## src/rtl/fan_profile_pkg.sv

```systemverilog
// Constants, register map and carrier types of the fan speed profile mapper.
// Assumes a single 100 MHz clock and a 32-bit classic Wishbone slave port.
package fan_profile_pkg;

	// ----------------------------------------------------------------
	// Timing
	// ----------------------------------------------------------------
	localparam int unsigned CLK_HZ            = 100_000_000;
	localparam int unsigned PWM_OUT_HZ        = 48_000;
	localparam int unsigned PWM_PERIOD_CYCLES = CLK_HZ / PWM_OUT_HZ;
	localparam int unsigned PWM_CNT_W         = 12;
	localparam int unsigned PWM_IN_MIN_HZ     = 25;
	localparam int unsigned PWM_IN_MAX_HZ     = 100_000;
	localparam int unsigned IN_TIMEOUT_CYCLES = CLK_HZ / PWM_IN_MIN_HZ;
	localparam int unsigned MEAS_W            = 23;
	localparam int unsigned CTRL_PERIOD_US    = 1000;
	localparam int unsigned CTRL_CYCLES       = (CLK_HZ / 1_000_000) * CTRL_PERIOD_US;

	// ----------------------------------------------------------------
	// Duty and speed scaling
	// ----------------------------------------------------------------
	localparam logic [7:0]  DUTY_FULL       = 8'hff;
	localparam logic [7:0]  STOP_STEP       = 8'h05;
	localparam logic [3:0]  STOP_CODE_NEVER = 4'h0;
	localparam logic [3:0]  STOP_CODE_MIN   = 4'hf;
	localparam int unsigned HYST_PERMILLE   = 16;
	localparam logic [7:0]  HYST_COUNTS     = 8'(HYST_PERMILLE * 255 / 1000);
	localparam int unsigned ENV_W           = 5;
	localparam logic [4:0]  ENV_MAX         = 5'h10;
	localparam int unsigned ENV_SHIFT       = 4;
	localparam int unsigned KP_SHIFT        = 6;
	localparam int unsigned KI_SHIFT        = 8;

	// ----------------------------------------------------------------
	// Register map (byte addresses) and fields
	// ----------------------------------------------------------------
	localparam logic [7:0] ADR_MIN_SPEED = 8'h00;
	localparam logic [7:0] ADR_MAX_SPEED = 8'h04;
	localparam logic [7:0] ADR_MIN_DUTY  = 8'h08;
	localparam logic [7:0] ADR_MAX_DUTY  = 8'h0c;
	localparam logic [7:0] ADR_STOP_CFG  = 8'h10;
	localparam logic [7:0] ADR_STATUS    = 8'h14;
	localparam logic [7:0] ADR_SPEED     = 8'h18;
	localparam logic [7:0] ADR_RPM_RANGE = 8'h1c;
	localparam int unsigned OVR_BIT      = 4;

	localparam logic [7:0] RST_MIN_SPEED = 8'h00;
	localparam logic [7:0] RST_MAX_SPEED = 8'hff;
	localparam logic [7:0] RST_MIN_DUTY  = 8'h00;
	localparam logic [7:0] RST_MAX_DUTY  = 8'hff;
	localparam logic [3:0] RST_STOP_CODE = 4'h0;
	localparam logic       RST_OVERRANGE = 1'b0;

	// ----------------------------------------------------------------
	// Types
	// ----------------------------------------------------------------
	typedef struct packed {
		logic [7:0] min_speed;
		logic [7:0] max_speed;
		logic [7:0] min_duty;
		logic [7:0] max_duty;
		logic       overrange;
		logic [3:0] stop_code;
	} cfg_type;

	typedef enum {SW_RUN, SW_FALL, SW_RISE} sw_state_type;

endpackage

```

## src/rtl/fan_speed_profile_mapper.sv

```systemverilog
// Fan speed profile mapper: input PWM duty to target speed, PI loop, soft switch PWM.
// Assumes a classic Wishbone master on clk_i and a same-clock speed measurement.
// Notes on behaviour
// Max speed code maps by fixed table, 0 is 300 rpm, 0xff is 36000.
// Duty settings are 8-bit, full scale 255 equals 100 percent.
// Between min and max duty points target speed interpolates linearly.
// Above max duty: hold max speed, or drive full duty when overrange set.
// Stop threshold is five times stop code in 255ths, codes except 15.
// Stop code 0 is 0%, 1 is 1.9%, 14 is 27.4%, 15 is min duty.
// Stop code 15 uses min duty setting as the stop threshold.
// Codes 1..14 hold min speed above threshold, zero at or below it.
// Stop code 0 holds min speed below min duty, never stops.
// Min duty below computed threshold replaces the threshold.
// Restart after stop only above threshold plus 1.6% hysteresis.
// Output duty comes from a PI speed loop on the target speed.
// Duty ramps to 0% before commutation and back up after it.
// Min speed code maps by fixed table, 0 is 0, 1 is 300, 0xff 10400.
// Input PWM 25 Hz to 100 kHz accepted; output PWM fixed at 48 kHz.
// Input duty measured each period with 8-bit resolution.
// Software keeps max duty and max speed codes not below the minimums.
`timescale 1ns/1ps
`default_nettype none
module fan_speed_profile_mapper
	import fan_profile_pkg::*;
#(
	parameter int unsigned IN_TIMEOUT = IN_TIMEOUT_CYCLES,
	parameter int unsigned CTRL_TICK  = CTRL_CYCLES
) (
	// Clock and reset
	input  wire logic        clk_i,
	input  wire logic        rst_i,
	// Wishbone slave
	input  wire logic        wb_cyc_i,
	input  wire logic        wb_stb_i,
	input  wire logic        wb_we_i,
	input  wire logic [7:0]  wb_adr_i,
	input  wire logic [31:0] wb_dat_i,
	input  wire logic [3:0]  wb_sel_i,
	output logic [31:0]      wb_dat_o,
	output logic             wb_ack_o,
	// Motor side
	input  wire logic        pwm_cmd_i,
	input  wire logic        commutate_i,
	input  wire logic [15:0] measured_rpm_i,
	output logic             pwm_o,
	output logic             phase_o,
	output logic [15:0]      target_rpm_o,
	output logic             motor_stopped_o
);

	// ----------------------------------------------------------------
	// Speed code tables
	// ----------------------------------------------------------------
	function automatic logic [15:0] max_rpm_of(input logic [7:0] c);
		if (c < 8'h2a) return 16'(300 + 20 * int'(c));
		if (c < 8'h4a) return 16'(1160 + 40 * (int'(c) - 'h2a));
		if (c < 8'h66) return 16'(2500 + 100 * (int'(c) - 'h4a));
		return 16'(5400 + 200 * (int'(c) - 'h66));
	endfunction

	function automatic logic [15:0] min_rpm_of(input logic [7:0] c);
		if (c == 8'h00) return 16'h0000;
		if (c < 8'h54) return 16'(300 + 10 * (int'(c) - 1));
		if (c < 8'h94) return 16'(1140 + 20 * (int'(c) - 'h54));
		if (c < 8'hcc) return 16'(2450 + 50 * (int'(c) - 'h94));
		return 16'(5300 + 100 * (int'(c) - 'hcc));
	endfunction

	// ----------------------------------------------------------------
	// Register bus
	// ----------------------------------------------------------------
	cfg_type      cfg;
	logic         ack;
	logic [31:0]  rd_data;
	logic [7:0]   meas_duty;
	logic         stopped;
	logic         full_drive;
	logic [15:0]  target;
	logic [7:0]   loop_duty;
	logic [7:0]   out_duty;
	logic         phase;
	sw_state_type sw_state;

	wire        bus_req  = wb_cyc_i & wb_stb_i & ~ack;
	wire        wr_lane0 = bus_req & wb_we_i & wb_sel_i[0];
	wire [15:0] min_rpm  = min_rpm_of(cfg.min_speed);
	wire [15:0] max_rpm  = max_rpm_of(cfg.max_speed);
	wire        hit_min_speed = wb_adr_i == ADR_MIN_SPEED;
	wire        hit_max_speed = wb_adr_i == ADR_MAX_SPEED;
	wire        hit_min_duty  = wb_adr_i == ADR_MIN_DUTY;
	wire        hit_max_duty  = wb_adr_i == ADR_MAX_DUTY;
	wire        hit_stop_cfg  = wb_adr_i == ADR_STOP_CFG;
	wire        hit_status    = wb_adr_i == ADR_STATUS;
	wire        hit_speed     = wb_adr_i == ADR_SPEED;
	wire        hit_rpm_range = wb_adr_i == ADR_RPM_RANGE;
	wire [31:0] stop_word   = {27'h0, cfg.overrange, cfg.stop_code};
	wire [31:0] status_word = {8'h00, loop_duty, 5'h00, phase, full_drive, stopped, meas_duty};
	wire [31:0] speed_word  = {8'h00, out_duty, target};
	wire [31:0] read_mux =
		hit_min_speed ? {24'h0, cfg.min_speed} :
		hit_max_speed ? {24'h0, cfg.max_speed} :
		hit_min_duty  ? {24'h0, cfg.min_duty} :
		hit_max_duty  ? {24'h0, cfg.max_duty} :
		hit_stop_cfg  ? stop_word :
		hit_status    ? status_word :
		hit_speed     ? speed_word :
		hit_rpm_range ? {max_rpm, min_rpm} : 32'h0;

	always_ff @(posedge clk_i) begin
		if (rst_i) begin
			cfg.min_speed <= RST_MIN_SPEED;
			cfg.max_speed <= RST_MAX_SPEED;
			cfg.min_duty  <= RST_MIN_DUTY;
			cfg.max_duty  <= RST_MAX_DUTY;
			cfg.overrange <= RST_OVERRANGE;
			cfg.stop_code <= RST_STOP_CODE;
		end else if (wr_lane0) begin
			if (hit_min_speed)
				cfg.min_speed <= wb_dat_i[7:0];
			if (hit_max_speed)
				cfg.max_speed <= wb_dat_i[7:0];
			if (hit_min_duty)
				cfg.min_duty <= wb_dat_i[7:0];
			if (hit_max_duty)
				cfg.max_duty <= wb_dat_i[7:0];
			if (hit_stop_cfg) begin
				cfg.overrange <= wb_dat_i[OVR_BIT];
				cfg.stop_code <= wb_dat_i[3:0];
			end
		end
	end

	always_ff @(posedge clk_i) begin
		if (rst_i) begin
			ack     <= 1'b0;
			rd_data <= 32'h0;
		end else begin
			ack     <= bus_req;
			rd_data <= bus_req ? read_mux : 32'h0;
		end
	end

	// ----------------------------------------------------------------
	// Input duty measurement
	// ----------------------------------------------------------------
	logic [1:0]        cmd_sync;
	logic              cmd_prev;
	logic              tracking;
	logic [MEAS_W-1:0] period_cnt;
	logic [MEAS_W-1:0] high_cnt;
	logic              mdiv_done;
	logic [MEAS_W+7:0] mdiv_quo;

	wire               cmd_lvl   = cmd_sync[1];
	wire               cmd_rise  = cmd_lvl & ~cmd_prev;
	wire               mdiv_go   = cmd_rise & tracking;
	wire [MEAS_W+7:0]  high_x255 = {high_cnt, 8'h00} - {8'h00, high_cnt};
	wire               timed_out = period_cnt == MEAS_W'(IN_TIMEOUT - 1);

	seq_divider #(.NW(MEAS_W + 8), .DW(MEAS_W)) u_duty_div (
		.clk_i   (clk_i),
		.rst_i   (rst_i),
		.start_i (mdiv_go),
		.num_i   (high_x255),
		.den_i   (period_cnt),
		.busy_o  (),
		.done_o  (mdiv_done),
		.quo_o   (mdiv_quo)
	);

	always_ff @(posedge clk_i) begin
		if (rst_i) begin
			cmd_sync   <= 2'b00;
			cmd_prev   <= 1'b0;
			tracking   <= 1'b0;
			period_cnt <= '0;
			high_cnt   <= '0;
			meas_duty  <= 8'h00;
		end else begin
			cmd_sync <= {cmd_sync[0], pwm_cmd_i};
			cmd_prev <= cmd_lvl;
			if (cmd_rise) begin
				tracking   <= 1'b1;
				period_cnt <= MEAS_W'(1);
				high_cnt   <= MEAS_W'(1);
			end else if (tracking && timed_out) begin
				tracking <= 1'b0;
			end else if (tracking) begin
				period_cnt <= period_cnt + 1'b1;
				high_cnt   <= high_cnt + MEAS_W'(cmd_lvl);
			end
			if (mdiv_done)
				meas_duty <= mdiv_quo[7:0];
			else if (!tracking)
				meas_duty <= cmd_lvl ? DUTY_FULL : 8'h00;
		end
	end

	// ----------------------------------------------------------------
	// Stop threshold and hysteresis
	// ----------------------------------------------------------------
	wire [7:0] stop_calc = {4'h0, cfg.stop_code} * STOP_STEP;
	wire       code_min  = cfg.stop_code == STOP_CODE_MIN;
	wire       code_off  = cfg.stop_code == STOP_CODE_NEVER;
	wire [7:0] stop_th   = (code_min || cfg.min_duty < stop_calc) ? cfg.min_duty : stop_calc;
	wire       stop_hit  = !code_off && (code_min ? meas_duty < stop_th : meas_duty <= stop_th);
	wire [8:0] restart_level = {1'b0, stop_th} + {1'b0, HYST_COUNTS};
	wire       restart_ok    = {1'b0, meas_duty} > restart_level;

	always_ff @(posedge clk_i) begin
		if (rst_i)
			stopped <= 1'b0;
		else if (code_off)
			stopped <= 1'b0;
		else if (stopped && restart_ok)
			stopped <= 1'b0;
		else if (!stopped && stop_hit)
			stopped <= 1'b1;
	end

	// ----------------------------------------------------------------
	// Profile interpolation
	// ----------------------------------------------------------------
	logic        idiv_busy;
	logic        idiv_done;
	logic [23:0] idiv_quo;
	logic [7:0]  interp_duty;

	wire        rpm_ordered = max_rpm > min_rpm;
	wire [15:0] rpm_span    = rpm_ordered ? max_rpm - min_rpm : 16'h0000;
	wire [7:0]  duty_span   = cfg.max_duty - cfg.min_duty;
	wire [7:0]  duty_over   = (meas_duty > cfg.min_duty) ? meas_duty - cfg.min_duty : 8'h00;
	wire [23:0] interp_num  = rpm_span * duty_over;
	wire        above_max   = interp_duty > cfg.max_duty;
	wire        below_min   = interp_duty <= cfg.min_duty || cfg.max_duty <= cfg.min_duty;

	seq_divider #(.NW(24), .DW(8)) u_interp_div (
		.clk_i   (clk_i),
		.rst_i   (rst_i),
		.start_i (~idiv_busy),
		.num_i   (interp_num),
		.den_i   (duty_span),
		.busy_o  (idiv_busy),
		.done_o  (idiv_done),
		.quo_o   (idiv_quo)
	);

	always_ff @(posedge clk_i) begin
		if (rst_i) begin
			interp_duty <= 8'h00;
			target      <= 16'h0000;
			full_drive  <= 1'b0;
		end else begin
			if (!idiv_busy)
				interp_duty <= meas_duty;
			if (idiv_done) begin
				full_drive <= !stopped && above_max && cfg.overrange;
				if (stopped)
					target <= 16'h0000;
				else if (above_max)
					target <= max_rpm;
				else if (below_min)
					target <= min_rpm;
				else
					target <= min_rpm + idiv_quo[15:0];
			end
		end
	end

	// ----------------------------------------------------------------
	// PI speed loop
	// ----------------------------------------------------------------
	logic [31:0]        ctrl_cnt;
	logic signed [25:0] integ;

	localparam logic signed [25:0] INTEG_MAX = 26'sd255 <<< KI_SHIFT;
	wire                ctrl_tick = ctrl_cnt == CTRL_TICK - 1;
	wire signed [25:0]  err       = $signed({10'h000, target}) - $signed({10'h000, measured_rpm_i});
	wire signed [25:0]  integ_sum = integ + err;
	wire signed [25:0]  next_integ = integ_sum < 0 ? 26'sd0 :
	                                 integ_sum > INTEG_MAX ? INTEG_MAX : integ_sum;
	wire signed [25:0]  pi_sum    = (err >>> KP_SHIFT) + (next_integ >>> KI_SHIFT);
	wire [7:0]          next_loop = pi_sum < 0 ? 8'h00 :
	                                pi_sum > 26'sd255 ? DUTY_FULL : pi_sum[7:0];

	always_ff @(posedge clk_i) begin
		if (rst_i) begin
			ctrl_cnt  <= 32'h0;
			integ     <= 26'sd0;
			loop_duty <= 8'h00;
		end else begin
			ctrl_cnt <= ctrl_tick ? 32'h0 : ctrl_cnt + 32'h1;
			if (stopped || target == 16'h0000) begin
				integ     <= 26'sd0;
				loop_duty <= 8'h00;
			end else if (full_drive) begin
				loop_duty <= DUTY_FULL;
			end else if (ctrl_tick) begin
				integ     <= next_integ;
				loop_duty <= next_loop;
			end
		end
	end

	// ----------------------------------------------------------------
	// Soft switch and output PWM
	// ----------------------------------------------------------------
	logic [PWM_CNT_W-1:0] pwm_cnt;
	logic [ENV_W-1:0]     env;
	logic [1:0]           comm_sync;
	logic                 comm_prev;
	logic                 pwm_q;

	wire                 pwm_wrap  = pwm_cnt == PWM_CNT_W'(PWM_PERIOD_CYCLES - 1);
	wire                 comm_evt  = comm_sync[1] ^ comm_prev;
	wire [12:0]          scaled    = loop_duty * {3'h0, env};
	wire [19:0]          pwm_pos   = 20'(pwm_cnt) * 20'(DUTY_FULL);
	wire [19:0]          pwm_lim   = 20'(out_duty) * 20'(PWM_PERIOD_CYCLES);

	always_ff @(posedge clk_i) begin
		if (rst_i) begin
			pwm_cnt  <= '0;
			out_duty <= 8'h00;
			pwm_q    <= 1'b0;
		end else begin
			pwm_cnt <= pwm_wrap ? '0 : pwm_cnt + 1'b1;
			if (pwm_wrap)
				out_duty <= scaled[ENV_SHIFT+7:ENV_SHIFT];
			pwm_q <= pwm_pos < pwm_lim;
		end
	end

	always_ff @(posedge clk_i) begin
		if (rst_i) begin
			comm_sync <= 2'b00;
			comm_prev <= 1'b0;
			sw_state  <= SW_RUN;
			env       <= ENV_MAX;
			phase     <= 1'b0;
		end else begin
			comm_sync <= {comm_sync[0], commutate_i};
			comm_prev <= comm_sync[1];
			unique case (sw_state)
				SW_RUN: begin
					if (comm_evt)
						sw_state <= SW_FALL;
				end
				SW_FALL: begin
					if (pwm_wrap && env == '0) begin
						phase    <= ~phase;
						sw_state <= SW_RISE;
					end else if (pwm_wrap) begin
						env <= env - 1'b1;
					end
				end
				SW_RISE: begin
					if (comm_evt)
						sw_state <= SW_FALL;
					else if (pwm_wrap && env == ENV_MAX)
						sw_state <= SW_RUN;
					else if (pwm_wrap)
						env <= env + 1'b1;
				end
			endcase
		end
	end

	// ----------------------------------------------------------------
	// Outputs
	// ----------------------------------------------------------------
	assign wb_ack_o        = ack;
	assign wb_dat_o        = rd_data;
	assign pwm_o           = pwm_q;
	assign phase_o         = phase;
	assign target_rpm_o    = target;
	assign motor_stopped_o = stopped;

endmodule // fan_speed_profile_mapper
`default_nettype wire

```

## src/rtl/seq_divider.sv

```systemverilog
// Sequential restoring divider, one quotient bit per clock.
// Assumes start is ignored while busy; divide by zero gives all ones.
`timescale 1ns/1ps
`default_nettype none
module seq_divider #(
	parameter int unsigned NW = 24,
	parameter int unsigned DW = 8
) (
	// Clock and reset
	input  wire logic          clk_i,
	input  wire logic          rst_i,
	// Operands
	input  wire logic          start_i,
	input  wire logic [NW-1:0] num_i,
	input  wire logic [DW-1:0] den_i,
	// Result
	output logic               busy_o,
	output logic               done_o,
	output logic [NW-1:0]      quo_o
);
	localparam int unsigned CW = $clog2(NW + 1);

	logic [NW-1:0] quo;
	logic [DW-1:0] rem;
	logic [DW-1:0] den;
	logic [CW-1:0] cnt;
	logic          busy;
	logic          done;

	wire [DW:0] trial = {rem, quo[NW-1]};
	wire        take  = trial >= {1'b0, den};
	wire [DW:0] diff  = trial - {1'b0, den};

	always_ff @(posedge clk_i) begin
		if (rst_i) begin
			quo  <= '0;
			rem  <= '0;
			den  <= '0;
			cnt  <= '0;
			busy <= 1'b0;
			done <= 1'b0;
		end else begin
			done <= 1'b0;
			if (!busy && start_i) begin
				quo  <= num_i;
				rem  <= '0;
				den  <= den_i;
				cnt  <= CW'(NW);
				busy <= 1'b1;
			end else if (busy) begin
				rem <= take ? diff[DW-1:0] : trial[DW-1:0];
				quo <= {quo[NW-2:0], take};
				cnt <= cnt - 1'b1;
				if (cnt == CW'(1)) begin
					busy <= 1'b0;
					done <= 1'b1;
				end
			end
		end
	end

	assign busy_o = busy;
	assign done_o = done;
	assign quo_o  = quo;
endmodule // seq_divider
`default_nettype wire

```

## config.mk

```make
export PLATFORM = sky130hd
export DESIGN_NAME = fan_speed_profile_mapper
export DESIGN_NICKNAME = d
export VERILOG_FILES = /design/src/rtl/fan_profile_pkg.sv /design/src/rtl/fan_speed_profile_mapper.sv /design/src/rtl/seq_divider.sv
export SDC_FILE = /design/constraint.sdc
export NUM_CORES = 2
export LEC_CHECK = 0
export ABC_CLOCK_PERIOD_IN_PS = 10600
export BUFFER_PORTS_ARGS = -buffer_cell sky130_fd_sc_hd__buf_2
export CORE_UTILIZATION = 59
export CTS_BUF_LIST = sky130_fd_sc_hd__clkbuf_16
export CTS_CLUSTER_SIZE = 16
export DETAILED_ROUTE_END_ITERATION = 7
export HOLD_SLACK_MARGIN = 0.06
export PLACE_DENSITY = 0.81
export SETUP_SLACK_MARGIN = 0.3
export SYNTH_ARGS = -nofsm -noshare
export SYNTH_HDL_FRONTEND = slang
export SYNTH_SLANG_ARGS = --single-unit
```

## constraint.sdc

```tcl
create_clock -name clk_i -period 10.6 [get_ports clk_i]
set_clock_uncertainty 0.15 [all_clocks]
set_input_delay 0.53 -clock clk_i [delete_from_list [all_inputs] [get_ports clk_i]]
set_output_delay 0.53 -clock clk_i [all_outputs]
set_load 0.03 [all_outputs]
```

==> out/metrics.yaml <==
synthesis:
  synth_edf_count: 0
  synth_area_leaders: "dfxtp_1, ha_1, fa_1"
  synth_seq_area_share_pct: 18.85
  ys_seq_elements: 382
  avgSynthCellArea_um2: 7.991
  synth_cells: 5077
  ys.warnings.count: 0
  yosysUniqueCellTypes: 112
  synth_area_um2: 40570
  yosysTopAreaCell: "dfxtp_1"
  async_reset_ff_share_pct: 0
  ys.flop_type: "dfxtp_1"
  synth_top_area_share_pct: 18.85
worst_setup_path:
  start_kind: "flop"
  reg2reg_depth: 40
  worst_ep_arrival_time_ps: 10460
  cp_top_family: "adder cells"
  cp_num_buf_inv: 9
  timing.rr.end: "u_interp_div.quo_o[21]$_SDFF_PP0_"
  worstSetupEndpointType: "flop"
  cp_common_cell: "fa_1"
  crit_fanout: 7
  cp_slowest_cell: "fa_1"
  worstReg2RegStart: "cfg[31]$_SDFFE_PP0P_"
  critPathMaxStageDelay_ps: 610
  rrSetupSlack_ps: 470
  path_class: "flop to flop"
  crit_required_ps: 10930
die:
  rows: 95
  io_pins: 119
  dieArea_um2: 69820
  initial_core_util_pct: 59.99
  fp.dieH_um: 264.2
  core-area_um2: 67630
  die_w_um: 264.2
clock_network:
  cts-buffers-inserted: 46
  clkLatencyLatePin_ps: 610
  clock-sinks: 382
  h-tree-depth: 2
  path_clk_slew_ps: 60
  cts_buffer_depth: 3
  tritoncts: "done"
  cts_root_buffer: "clkbuf_16"
pwr:
  p_total_mw: 3.772
  p_per_area_nw_per_um2: 82.08
  vdd.ir_drop.worst_uv: 117.1
  leakage_nw: 21.03
cells_and_area:
  area_delta_synth_final_pct: 13.28
  fin_nets: 6029
  stdcell_area_um2: 45960
  fillers: 5296
  drive_gt1_share_pct: 11.84
  final_util_pct: 67.95
placed_design:
  pre_cts_ws_ps: -69.98
  gp_congestion: 0.9730
  hpwlAfterDp_um: 80540
  numPortBuffers: 91
  place_area_um2: 42560
timing:
  finalSetupViolCount: 0
  post-route-min-period_ps: 10130
  max_freq_mhz: 98.74
  tns_ps: 0
  period_share_pct: 95.55
  tightestPinTransition_ps: 1127
  hold_viol: 0
  rsz0062_at_grt: "no"
  fin_ws_ps: 472.1
  maxSlewHeadroom_pct: 24.87
  slew_violations: 0
global_routing:
  grt_start_max_net_pins: 119
  overflow: 0
  grt_pass1_vias: 35266
  grt_usage_pct: 29.58
  antenna_found_initial: 3
  grt_pass1_wl_um: 172400
run_status:
  outcome: "completed"
routing:
  drt_wl_total_um: 108100
  via_per_inst: 6.044
  wl_per_cell_um: 17.59
  drt_iter0_markers: 2802
  drc: 0
  firstDrtPassIters: 7
  drtAntennaViolNets: 0
  vias: 37144
flow_run:
  cap_viol_max_count: 0
min_path:
  hp-start: "wb_dat_i[0]"
  hold_class: "primary input to flop"
  worstHoldEndpoint: "cfg[5]$_SDFFE_PP1P_"
  min_path_cells: 2
==> cells in the final DEF (no fill, tap or decap), types with 146 or more instances in the layout <==
| cell type | Yosys | routed |
|---|---|---|
| fa_1 | 195 | 190 |
| inv_1 | 544 | 535 |
| nand2_1 | 371 | 361 |
| ha_1 | 533 | 497 |
| a21oi_1 | 358 | 344 |
| o21ai_0 | 185 | 178 |
| xnor2_1 | 237 | 219 |
| buf_4 | 2 | 162 |
| nor2_1 | 563 | 545 |
| xor2_1 | 155 | 146 |
| dfxtp_1 | 382 | 374 |
==> state kept, by name, indices dropped and copies added (netlist names), 16 cells and up <==
register            count
integ                  25
high_cnt               23
u_duty_div.den         23
ctrl_cnt               32
u_duty_div.rem         23
target_rpm_o           16
wb_dat_o               32
cfg                    37
u_duty_div.quo_o       31
period_cnt             23
u_interp_div.quo_o     24
==> routing by layer <==
metal | vias up | part of all wire (%) | track usage [%]
met1 | 17522 | 42 | 37.69
met5 | - | 0.019 | 0
met4 | 2 | 4.1 | 11.71
met2 | 1381 | 47 | 49.53
met3 | 311 | 7.5 | 5.201
li1 | 17928 | - | -
==> per-stage QoR <==
step / cells / hold slack (ps)
3_5_place_dp: 6017 / 288.5
3_3_place_gp: 6017 / 291.0
4_1_cts: 6109 / 96.62
6_report: 6146 / 118.1
2_1_floorplan: 5085 / 263.8
5_1_grt: 6146 / 101.1
==> Yosys cell counts, types with 21 or more instances <==
cell type	n
a211oi_1	48
o21bai_1	30
nand2b_1	53
clkbuf_1	132
a21o_1	88
nor4_1	48
o21a_1	44
xor2_1	155
nor2_1	563
o21ai_0	185
fa_1	195
a31oi_1	39
o21ai_1	21
nand2_1	371
nand4_1	75
ha_1	533
and3_1	47
o211ai_1	46
a211o_1	34
and2_1	50
a21oi_1	358
nand3_1	123
or2_2	26
inv_1	544
nor2b_1	66
xnor2_1	237
mux2i_1	91
nor3_1	93
dfxtp_1	382
or3_1	31
a22oi_1	28
==> worst max-delay path by stage <==
stage,from,endpoint,cells after the start
finish,cfg[31]$_SDFFE_PP0P_,u_interp_div.quo_o[21]$_SDFF_PP0_,40
global route,cfg[31]$_SDFFE_PP0P_,u_interp_div.quo_o[21]$_SDFF_PP0_,45
CTS,cfg[32]$_SDFFE_PP0P_,u_interp_div.quo_o[22]$_SDFF_PP0_,43
detailed placement,cfg[23]$_SDFFE_PP1P_,u_interp_div.quo_o[22]$_SDFF_PP0_,43
global placement,cfg[23]$_SDFFE_PP1P_,u_interp_div.quo_o[22]$_SDFF_PP0_,43
floorplan,cfg[31]$_SDFFE_PP0P_,u_interp_div.quo_o[22]$_SDFF_PP0_,46
==> where the power goes <==
| group | internal, mW | switching (mW) | leakage (nW) |
|---|---|---|---|
| clock | 1.03 | 0.707 | 0.798 |
| combinational | 0.228 | 0.330 | 17.1 |
| sequential | 1.46 | 0.0218 | 3.09 |
==> layout make-up <==
type / instances / area (µm²) / area share [%]
Clock buffer: 46 / 1151 / 2.505
Timing Repair Buffer: 269 / 1929 / 4.198
Tap cell: 873 / 1092 / 2.377
Sequential cell: 382 / 7672 / 16.69
Multi-Input combinational cell: 3986 / 31530 / 68.60
Clock inverter: 39 / 516.7 / 1.124
Inverter: 549 / 2066 / 4.495
Antenna cell: 2 / 5.005 / 0.01089
==> worst reg2reg max path: cells and delay by family, from the launching register on <==
kind	cells	cell delay (ps)
adder cells (fa/ha/maj)	11	4450
AND/OR/NAND/NOR	7	920
flip-flops	1	370
AO/OA/AOI/OAI	12	2920
XOR/XNOR	1	80
buffers and inverters	9	1070
==> cells by family (layout without fill, tap and decap cells) <==
family          after synthesis  in the layout  synth area share, %
compound gates             1142           1142                18.50
xor+xnor                    394            394                8.558
fa+ha+maj                   728            728                26.06
buf+inv                     717            903                6.726
flops                       382            382                18.85
mux                          99             99                2.467
other cells                   2             12              0.01851
simple gates               1613           1613                18.82
==> repair_timing <==
item / in CTS / in global routing
hold endpoints to repair: 2 / 0
pin swaps: 9 / 105
hold buffers: 2 / 0
setup endpoints to repair: 7 / 12
resized for setup: 42 / 215
buffers inserted: 4 / 32
cloned: 1 / 3
Power figures use the tool's default switching activity.
